## config.mk

```make
export PLATFORM = sky130hd
export DESIGN_NAME = csspt_serial_port
export DESIGN_NICKNAME = d
export VERILOG_FILES = /design/src/csspt_pkg.sv /design/src/csspt_serial_port.sv
export VERILOG_INCLUDE_DIRS = /design/src
export SDC_FILE = /design/constraint.sdc
export NUM_CORES = 1
export LEC_CHECK = 0
export BUFFER_PORTS_ARGS = -buffer_cell sky130_fd_sc_hd__buf_4
export CAP_MARGIN = 20
export CORE_ASPECT_RATIO = 0.6
export CORE_MARGIN = 1.5
export CORE_UTILIZATION = 41
export CTS_CLUSTER_SIZE = 30
export DETAILED_ROUTE_END_ITERATION = 10
export PLACE_DENSITY = 0.73
export RECOVER_POWER = 25
export SETUP_SLACK_MARGIN = 0.05
export SKIP_CTS_REPAIR_TIMING = 1
export SLEW_MARGIN = 10
export SYNTH_ARGS = -nofsm -noshare
export SYNTH_HDL_FRONTEND = slang
export SYNTH_SLANG_ARGS = --single-unit
```

## constraint.sdc

```tcl
create_clock -name clock_in -period 4.1 [get_ports clock_in]
set_clock_uncertainty 0.05 [all_clocks]
set_input_delay 0.82 -clock clock_in [delete_from_list [all_inputs] [get_ports clock_in]]
set_output_delay 0.82 -clock clock_in [all_outputs]
set_load 0.05 [all_outputs]
```

## src/csspt_regs.svh

```systemverilog
// register offsets, field positions, reset values and timing counts for the serial port
// ==========================================================================
`ifndef CSSPT_REGS_SVH
`define CSSPT_REGS_SVH
// ==========================================================================
// register offsets
`define CSSPT_PORT_MODE_A_ADDR   7'h04
`define CSSPT_SERIAL_MODE_ADDR   7'h05
`define CSSPT_SHIFT_LOW_ADDR     7'h06
`define CSSPT_SHIFT_HIGH_ADDR    7'h07
`define CSSPT_PIN_BUFFER_ADDR    7'h0c
`define CSSPT_PORT_MODE_C_ADDR   7'h25
`define CSSPT_STATUS_ADDR        7'h30
// ==========================================================================
// field positions
`define CSSPT_CLOCK_PIN_BIT      3
`define CSSPT_RECEIVE_PIN_BIT    1
`define CSSPT_TRANSMIT_PIN_BIT   0
`define CSSPT_IDLE_LEVEL_BIT     1
`define CSSPT_DIVISOR_BIT        0
`define CSSPT_OPEN_DRAIN_BIT     2
// ==========================================================================
// reset values and codes
`define CSSPT_NIBBLE_RESET       4'h0
`define CSSPT_COUNT_RESET        3'h0
`define CSSPT_COUNT_LAST         3'h7
`define CSSPT_SEL_SYSTEM         3'h6
`define CSSPT_SEL_EXTERNAL       3'h7
`define CSSPT_PRESCALE_WIDTH     12
`endif

```

## src/csspt_pkg.sv

```systemverilog
// types shared by the clocked serial port
package csspt_pkg;
    // ======================================================================
    // operating states, gray coded along wait start, wait clock, transfer
    typedef enum logic [1:0]
    {
        CSSPT_WAIT_START = 2'b00,
        CSSPT_WAIT_CLOCK = 2'b01,
        CSSPT_TRANSFER   = 2'b11,
        CSSPT_CONTINUOUS = 2'b10
    } csspt_state_type;
    // ======================================================================
    // register bus request bundle
    typedef struct packed
    {
        logic [6:0] addr;
        logic [3:0] wdata;
        logic       wr;
        logic       rd;
    } csspt_bus_type;
    // ======================================================================
    // pin bundle for one shared pin: output and enable (low drives)
    typedef struct packed
    {
        logic value;
        logic oe_n;
    } csspt_pin_type;
endpackage

```

## src/csspt_serial_port.sv

```systemverilog
// clock synchronous eight bit serial port with registers, clock select and pins
//
// Design decision made here: the strobed register port.
`include "csspt_regs.svh"
module csspt_serial_port
    import csspt_pkg::*;
#(
    parameter int PRESCALE_WIDTH = `CSSPT_PRESCALE_WIDTH
)
(
    input  wire logic          clock_in,      // peripheral clock
    input  wire logic          rst_in,        // synchronous reset, active high
    input  wire logic          stop_in,       // stop mode initialisation, level
    input  wire csspt_bus_type bus_in,        // register bus request
    output logic [3:0]         rdata_out,     // read data, cycle after read
    input  wire logic          start_in,      // transfer start instruction pulse
    input  wire logic          sck_in,        // clock pin level in
    output csspt_pin_type      sck_out,       // clock pin drive
    input  wire logic          si_in,         // receive data pin
    output csspt_pin_type      so_out,        // transmit data pin drive
    output logic               port_sck_out,  // pin owned by port when high
    output logic               port_si_out,   // receive pin owned by port
    output logic               port_so_out,   // transmit pin owned by port
    output logic               irq_flag_out,  // serial interrupt flag pulse
    output logic [1:0]         state_out      // current operating state
);
    // ======================================================================
    // registers
    logic [3:0]      serial_mode;     // clock pin switch and clock select
    logic [1:0]      port_mode_a;     // receive and transmit switches
    logic            idle_level;      // transmit idle level
    logic            divisor_sel;     // tap divisor two or four
    logic            open_drain;      // transmit buffer type
    logic [7:0]      shift_data;      // data shift register, no reset
    logic [2:0]      bit_counter;     // octal bit counter
    csspt_state_type state;           // operating state
    logic            so_level;        // transmit output level
    logic            sck_level;       // internal clock output level
    logic [PRESCALE_WIDTH-1:0] prescale; // free running prescaler
    logic [1:0]      half_div;        // tap sub divider
    logic            ext_prev;        // previous external clock level
    logic            done_pulse;      // transfer end or abort
    // ======================================================================
    // decoded strobes
    logic mode_wr;
    logic init_all;
    logic external;
    logic tap_tick;
    logic edge_tick;
    logic fall_edge;
    logic rise_edge;
    assign mode_wr  = bus_in.wr && (bus_in.addr == `CSSPT_SERIAL_MODE_ADDR);
    assign init_all = rst_in || stop_in;
    assign external = (serial_mode[2:0] == `CSSPT_SEL_EXTERNAL);

    // tap index: code 0 divides by 2048 (bit 10), code 5 by 2 (bit 0)
    function automatic logic tap_of(input logic [2:0] sel,
                                    input logic [PRESCALE_WIDTH-1:0] cnt);
        logic [PRESCALE_WIDTH-1:0] mask;
        mask = '0;
        case (sel)
            3'h0:    mask[10:0] = '1;
            3'h1:    mask[8:0]  = '1;
            3'h2:    mask[6:0]  = '1;
            3'h3:    mask[4:0]  = '1;
            3'h4:    mask[2:0]  = '1;
            default: mask[0]    = 1'b1;
        endcase
        tap_of = ((cnt & mask) == mask);
    endfunction

    // ======================================================================
    // prescaler, always running so taps are periodic
    always_ff @(posedge clock_in)
    begin
        if (init_all)
            prescale <= '0;
        else
            prescale <= prescale + 1'b1;
    end

    assign tap_tick = tap_of(serial_mode[2:0], prescale);

    // half period divider: a toggle every one or two taps gives /2 or /4
    always_ff @(posedge clock_in)
    begin
        if (init_all || mode_wr)
            half_div <= 2'h0;
        else if (tap_tick)
            half_div <= (divisor_sel && half_div == 2'h0) ? 2'h1 : 2'h0;
    end

    // internal edge events: each event toggles the clock level
    always_comb
    begin
        if (serial_mode[2:0] == `CSSPT_SEL_SYSTEM)
            edge_tick = 1'b1;
        else if (external)
            edge_tick = 1'b0;
        else
            edge_tick = tap_tick && (!divisor_sel || half_div == 2'h1);
    end

    // clock runs only while waiting, transferring or continuous
    logic clock_run;
    assign clock_run = (state != CSSPT_WAIT_START);

    always_ff @(posedge clock_in)
    begin
        if (init_all || mode_wr)
            sck_level <= 1'b1;
        else if (!clock_run || external)
            sck_level <= 1'b1;
        else if (edge_tick)
            sck_level <= !sck_level;
    end

    // external clock edge detection, pin taken as synchronous
    always_ff @(posedge clock_in)
    begin
        if (init_all)
            ext_prev <= 1'b1;
        else
            ext_prev <= sck_in;
    end

    // edges of the selected transfer clock
    always_comb
    begin
        if (external)
        begin
            fall_edge = ext_prev && !sck_in;
            rise_edge = !ext_prev && sck_in;
        end
        else
        begin
            fall_edge = clock_run && edge_tick && sck_level;
            rise_edge = clock_run && edge_tick && !sck_level;
        end
    end

    // ======================================================================
    // control registers; reset forces documented values on all but the idle level
    always_ff @(posedge clock_in)
    begin
        if (init_all)
            serial_mode <= `CSSPT_NIBBLE_RESET;
        else if (mode_wr)
            serial_mode <= bus_in.wdata;
    end

    always_ff @(posedge clock_in)
    begin
        if (init_all)
            port_mode_a <= 2'h0;
        else if (bus_in.wr && bus_in.addr == `CSSPT_PORT_MODE_A_ADDR)
            port_mode_a <= bus_in.wdata[1:0];
    end

    // idle level keeps its value over reset, left undefined by design
    always_ff @(posedge clock_in)
    begin
        if (init_all)
            divisor_sel <= 1'b0;
        else if (bus_in.wr && bus_in.addr == `CSSPT_PORT_MODE_C_ADDR)
            divisor_sel <= bus_in.wdata[`CSSPT_DIVISOR_BIT];
    end

    always_ff @(posedge clock_in)
    begin
        if (bus_in.wr && bus_in.addr == `CSSPT_PORT_MODE_C_ADDR)
            idle_level <= bus_in.wdata[`CSSPT_IDLE_LEVEL_BIT];
    end

    always_ff @(posedge clock_in)
    begin
        if (init_all)
            open_drain <= 1'b0;
        else if (bus_in.wr && bus_in.addr == `CSSPT_PIN_BUFFER_ADDR)
            open_drain <= bus_in.wdata[`CSSPT_OPEN_DRAIN_BIT];
    end

    // ======================================================================
    // state machine and bit counter
    always_ff @(posedge clock_in)
    begin
        done_pulse <= 1'b0;
        if (init_all)
        begin
            state       <= CSSPT_WAIT_START;
            bit_counter <= `CSSPT_COUNT_RESET;
        end
        else if (mode_wr)
        begin
            state       <= CSSPT_WAIT_START;
            bit_counter <= `CSSPT_COUNT_RESET;
            done_pulse  <= (state == CSSPT_TRANSFER);
        end
        else if (start_in && state != CSSPT_CONTINUOUS)
        begin
            bit_counter <= `CSSPT_COUNT_RESET;
            state       <= CSSPT_WAIT_CLOCK;
            done_pulse  <= (state == CSSPT_TRANSFER);
        end
        else
        begin
            unique case (state)
                CSSPT_WAIT_START: ;
                CSSPT_WAIT_CLOCK:
                    if (fall_edge)
                        state <= (port_mode_a == 2'h0 && !external)
                                 ? CSSPT_CONTINUOUS : CSSPT_TRANSFER;
                CSSPT_TRANSFER:
                    if (rise_edge)
                    begin
                        bit_counter <= bit_counter + 3'h1;
                        if (bit_counter == `CSSPT_COUNT_LAST)
                        begin
                            bit_counter <= `CSSPT_COUNT_RESET;
                            done_pulse  <= 1'b1;
                            state <= external ? CSSPT_WAIT_CLOCK
                                              : CSSPT_WAIT_START;
                        end
                    end
                CSSPT_CONTINUOUS: ;
            endcase
        end
    end

    // ======================================================================
    // data shift register; software writes are refused mid-transfer only by
    // contract, so a write here simply wins over the shift
    logic shifting;
    assign shifting = (state == CSSPT_TRANSFER) ||
                      (state == CSSPT_WAIT_CLOCK && port_mode_a != 2'h0);

    always_ff @(posedge clock_in)
    begin
        if (bus_in.wr && bus_in.addr == `CSSPT_SHIFT_LOW_ADDR)
            shift_data[3:0] <= bus_in.wdata;
        else if (bus_in.wr && bus_in.addr == `CSSPT_SHIFT_HIGH_ADDR)
            shift_data[7:4] <= bus_in.wdata;
        else if (state == CSSPT_TRANSFER && rise_edge)
            shift_data <= {si_in, shift_data[7:1]};
    end

    // transmit level: lsb on each falling edge while shifting, idle level on its write
    always_ff @(posedge clock_in)
    begin
        if (bus_in.wr && bus_in.addr == `CSSPT_PORT_MODE_C_ADDR)
            so_level <= bus_in.wdata[`CSSPT_IDLE_LEVEL_BIT];
        else if (shifting && fall_edge)
            so_level <= shift_data[0];
    end

    // ======================================================================
    // read port: registers are write only apart from data and status
    always_ff @(posedge clock_in)
    begin
        if (rst_in)
            rdata_out <= 4'h0;
        else if (bus_in.rd)
        begin
            case (bus_in.addr)
                `CSSPT_SHIFT_LOW_ADDR:  rdata_out <= shift_data[3:0];
                `CSSPT_SHIFT_HIGH_ADDR: rdata_out <= shift_data[7:4];
                `CSSPT_STATUS_ADDR:     rdata_out <= {1'b0, bit_counter};
                default:                rdata_out <= 4'h0;
            endcase
        end
        else
            rdata_out <= 4'h0;
    end

    // ======================================================================
    // pin muxing
    always_comb
    begin
        port_sck_out  = !serial_mode[`CSSPT_CLOCK_PIN_BIT];
        port_si_out   = !port_mode_a[`CSSPT_RECEIVE_PIN_BIT];
        port_so_out   = !port_mode_a[`CSSPT_TRANSMIT_PIN_BIT];
        sck_out.value = sck_level;
        sck_out.oe_n  = !serial_mode[`CSSPT_CLOCK_PIN_BIT] || external;
        so_out.value  = so_level;
        // open drain releases the pin for a high level
        so_out.oe_n   = !port_mode_a[`CSSPT_TRANSMIT_PIN_BIT] ||
                        (open_drain && so_level);
    end

    assign irq_flag_out = done_pulse;
    assign state_out    = state;
endmodule // csspt_serial_port

```

==> Word-level counts from Yosys, hierarchy flattened <==
Cells that the tools add are included.
{ "totals": {"ff_bits": 43, "in_bits": 19, "out_inout_bits": 14, "word_cells": 135} }
{ "classes": {"n_addsub": 2, "eq_ne": 26, "n_mux": 30, "bitwise": 3, "reduce_logical": 58} }
{ "ops": {"columns": ["cell", "n"], "rows": [
  ["$eq A7 B3 Y1 const B", 4],
  ["$logic_and A1 B1 Y1", 19],
  ["$mux W2", 8],
  ["$mux W1", 15],
  ["$eq A7 B6 Y1 const B", 2],
  ["$add A12 B1 Y12 const B", 1],
  ["$and A12 B11 Y12", 1],
  ["$eq A12 B11 Y1", 1],
  ["$eq A3 B3 Y1 const B", 4],
  ["$mux W4", 3],
  ["$pmux W4 S3", 1],
  ["$reduce_bool A2 Y1", 6],
  ["$ne A2 B2 Y1 const B", 5],
  ["$logic_not A1 Y1", 9],
  ["$ne A3 B3 Y1 const B", 3],
  ["$mux W8", 1],
  ["$reduce_and A4 Y1", 2],
  ["$reduce_or A2 Y1", 4],
  ["$eq A7 B4 Y1 const B", 1],
  ["$logic_or A1 B1 Y1", 7],
  ["$eq A3 B2 Y1 const B", 2],
  ["$reduce_and A2 Y1", 3],
  ["$reduce_or A3 Y1", 2],
  ["$reduce_or A5 Y1", 1],
  ["11 further kinds", 14]
]} }

==> Logic depth before layout (Yosys ltp) <==
{ "depth": {"ltp_word": 15, "mapped_depth": 7, "mapped_depth_nobuf": 6} }

==> Worst setup path before layout <==
No wires, ideal clock.
{ "synth_path": {"path_type": "register to output", "start": "register serial_mode[1]", "end": "output sck_out[0] (netlist bit)", "t_arrival_ps": 1726, "t_required_ps": 3230, "slack_ps": 1504, "path_stages_with_launch": 3, "path_buffers": 0, "path_cell_list": "dfxtp_1 nand2_1 o21ai_0"} }
{ "synth_rtl": {"columns": ["element", "line", "source"], "rows": [
  ["from (decl)", "csspt_serial_port.sv:29", "logic [3:0] serial_mode;"],
  ["from (signal assigned)", "csspt_serial_port.sv:147", "serial_mode <= `CSSPT_NIBBLE_RESET;"],
  ["from (signal assigned)", "csspt_serial_port.sv:149", "serial_mode <= bus_in.wdata;"],
  ["to (decl)", "csspt_serial_port.sv:18", "output csspt_pin_type sck_out,"]
]} }

==> Final worst setup path <==
{ "layout_path": {"start": "input bus_in[10] (netlist bit)", "end": "register shift_data[6] (enable)"} }
{ "layout_via": {"elab_chain_cells": 4, "word_cells_on_any_way": 7, "classes_between": "2 x eq/ne; 1 x bitwise; 4 x reduce/logical"} }
{ "layout_lines": {"columns": ["element", "line", "source"], "rows": [
  ["from (decl)", "csspt_serial_port.sv:14", "input wire csspt_bus_type bus_in,"],
  ["$eq A7 B3 Y1", null, null],
  ["$logic_and A1 B1 Y1 (no source line)", null, null],
  ["$reduce_bool A2 Y1 (no source line) or $not A1 Y1 (tied branches)", null, null],
  ["$reduce_and A2 Y1 (no source line) (*)", null, null],
  ["to (signal assigned)", "csspt_serial_port.sv:242", "shift_data[7:4] <= bus_in.wdata;"],
  ["to (signal assigned)", "csspt_serial_port.sv:244", "shift_data <= {si_in, shift_data[7:1]};"],
  ["to (decl)", "csspt_serial_port.sv:34", "logic [7:0] shift_data;"]
]} }
Mark *: on every way between the ends. The rest lies on a longest branch, timed or not.
A chain may end at the register's enable or synchronous reset.

==> flow_metrics.tcl <==
set metrics [dict create \
    outcome "finished, final reports clean" \
    capturing_element_type_of_the_critical_path "register" \
    yosysWarnings 0 \
    clock_tree.htree_level_count 2 \
    multi_input_area_um2 1100 \
    final_period_minus_worst_setup_slack_ps 2620 \
    fill_cells 458 \
    n_antenna_cell 0 \
    post-route-worst-setup-slack_ps 1480 \
    gr-usage-met2_pct 21.2 \
    max-vdd-ir-drop_mv 0.137 \
    critPathLaunchType "input port" \
    timing.critical_path.slowest_stage_cell "or3b_4" \
    sequential_cell_area_um2 911 \
    place_congestion 0.821 \
    synth_compound_area_share_pct 12.0 \
    timing.final.crit_share_pct 63.9 \
    num-nets-final 275 \
    asyncSetResetFlopFracSynth_pct 0 \
    library_cell_used_as_clock_root_buffer "clkbuf_8" \
    synth_mux_area_share_pct 10.7 \
    initial_core_util_pct 44.4 \
    rows 19 \
    insertion_delay_ps 300 \
    synth_top_area_share_pct 30.3 \
    clock_sink_count 41 \
    power.sequential.fraction_pct 57.2 \
    synth.largest_area_cell "dfxtp_1" \
    post_synth_inst_count 223 \
    timing.critical_path.arrival_ps 2540 \
    design.portCount 33 \
    yosys_register_bits 41 \
    post-place-cells 309 \
    timing_hold_violations_final 0 \
    placement.io_buffers 32 \
    wirelength_mm 4.65 \
    achievable-frequency_mhz 382 \
    synth_enable_flop_cells 9 \
    area_delta_synth_final_pct 15.9 \
    post_synth_num_cell_types 55 \
    slew_viol_final 0 \
    vias 1652 \
    gr-total-overflow 0 \
    synth_adder_area_share_pct 1.78 \
    dr.pass1.iters 4 \
    power.static_leakage_uw 0.000907 \
    post-dp-hpwl_mm 3.63 \
    grt_max_degree 22 \
    critPathBufInv 2 \
    initialDrtViolationCount 97 \
    cts_inserted_buffers 5 \
    die_w_um 95.6 \
    postSynth.topFlopCell "dfxtp_1" \
    synthesized_area_per_cell_um2 9.47 \
    drt-vias-per-instance 5.21 \
    die_area_um2 5600 \
    grt_pass1_vias 1443 \
    final_util_pct 51.5 \
    grt_first_pass_wirelength_mm 7.09 \
    pwr-share-clk_pct 36.4 \
    vertical_die_dimension_um 58.6 \
    slowest_delay_ps 390 \
    synth.yosys.seq_area_share_pct 43.2 \
    clock_path_buffers 2 \
    setup_tns_ps 0 \
    critical_path.top_delay_family "simple AND/OR/NAND/NOR gates" \
    route.detailed.wl_per_inst_um 14.7 \
    dp_slack_ps 1290 \
    synth.cell_area_um2 2110 \
    power_density_nw_per_um2 296 \
    final_layout_size_suffix_gt1_share_pct 20.5 \
    remaining_drc_errors 0 \
    comb_power_share_pct 6.4 \
    tritoncts "built" \
    yosys.area_share.simple_pct 24.0 \
    crit_path_max_fanout 6 \
    cell_internal_pwr_uw 551 \
    synthXorXnorAreaFrac_pct 4.15 \
    synthTopCellsByArea "dfxtp_1 30%, edfxtp_1 13%, nor2_1 5.7%, mux2i_1 5.2%, nand2_1 3.9%" \
    class_of_the_tightest_hold_or_removal_check "reg2reg" \
    layout.cells.non_filler 317 \
    top_usage_layer "met1" \
    antenna_found_initial 0 \
    yosys-top-cells-count "32 x dfxtp_1, 32 x nor2_1, 22 x nand2_1" \
    clk_pin_slew_worst_paths_ps 80 \
    netSwitchingFraction_pct 24.0 \
    max-slew-margin-rel_pct 17.0 \
    largest_family_of_logic_cells_by_synthesized_area "simple AND/OR/NAND/NOR gates" \
    timing_worst_setup_path_type "in2reg" \
    switching_power_uw 174 \
    postSynthNetCount 245 \
    rsz0062_at_grt "no" \
    worst-endpoint-required_ps 4020 \
    grt_use_met3_pct 5.30 \
    globalRouteMet1Util_pct 27.8 \
    power.total_uw 725 \
    max_cap_violations 0 \
    core-area_um2 4750 \
    detail-route-antenna-nets 0 \
    cp_cell_sequence "buf_4 -> or3b_4 -> nor2_1 -> nand3_1 -> nor3b_4 -> inv_1 -> a21boi_1" \
    groute.usage.overall_pct 17.4 \
    tightest_slew_ps 1240 \
    number_of_setup_violations_in_the_final_report 0 \
]
-- worst min-delay path, stage by stage (launching register included) --
cell	delay (ps)
dfxtp_1	320
nand2_1	50
a21oi_1	50
-- final timing paths --
path	from	to	slack [ps]	depth (start not counted)
worst min-delay path	open_drain	open_drain	410	2
worst min register to register	open_drain	open_drain	410	2
worst max register to register	serial_mode[0]	shift_data[6]	1750	6
worst max-delay path	bus_in[10]	shift_data[6]	1480	7
-- cells by family (layout without fill, tap and decap cells) --
kind of cell / after synthesis / after routing
multiplexers: 20 / 20
adder cells (fa/ha/maj): 3 / 3
XOR/XNOR: 10 / 10
buffers and inverters: 19 / 50
AND/OR/NAND/NOR: 98 / 98
AO/OA/AOI/OAI: 32 / 32
flip-flops: 41 / 41
-- per-layer routing --
layer  wire, um  part of all wire, %
met2       1720                   37
met4         45                 0.97
met1       2500                   54
met5          0                    0
met3        384                  8.3
-- flip-flops by register name, indices dropped and copies added, names as in the netlist --
register      count
bit_counter       3
divisor_sel       1
ext_prev          1
half_div          1
irq_flag_out      1
open_drain        1
port_mode_a       2
prescale         11
rdata_out         4
sck_level         1
serial_mode       4
shift_data        8
so_level          1
state_out         2
-- per-stage QoR --
stage / cell area, um2 / hold slack, ps
floorplan: 2110 / 380
global placement: 2380 / 398
detailed placement: 2380 / 401
CTS: 2470 / 414
global route: 2450 / 447
finish: 2450 / 411
-- cell usage in the layout, fill, tap and decap left out, types with 5 or more instances in the layout --
master,instances
nor3_1,9
a21oi_1,10
o21ai_0,5
inv_1,10
edfxtp_1,9
mux2i_1,11
buf_4,28
clkbuf_8,5
xor2_1,6
nand3_1,10
dfxtp_1,32
nand2_1,22
nor2_1,33
-- area by class of cell --
cell class,instances,share of cell area (%)
clock inverters,3,0.716
repair buffers,32,9.36
flip-flops and latches,41,37.2
clock buffers,5,2.81
multi-input cells,163,45.1
inverters,10,1.53
well taps,63,3.22
-- power by group through the flow --
stage / Sequential (uW) / Combinational, uW / Clock, uW
after global placement: 424 / 46.6 / 0
after global routing: 415 / 50.1 / 287
final: 415 / 46.5 / 263
after CTS: 415 / 46.8 / 269
after detailed placement: 424 / 46.7 / 0
after floorplan: 426 / 20.6 / 0
(Power assumes the default switching activity.)
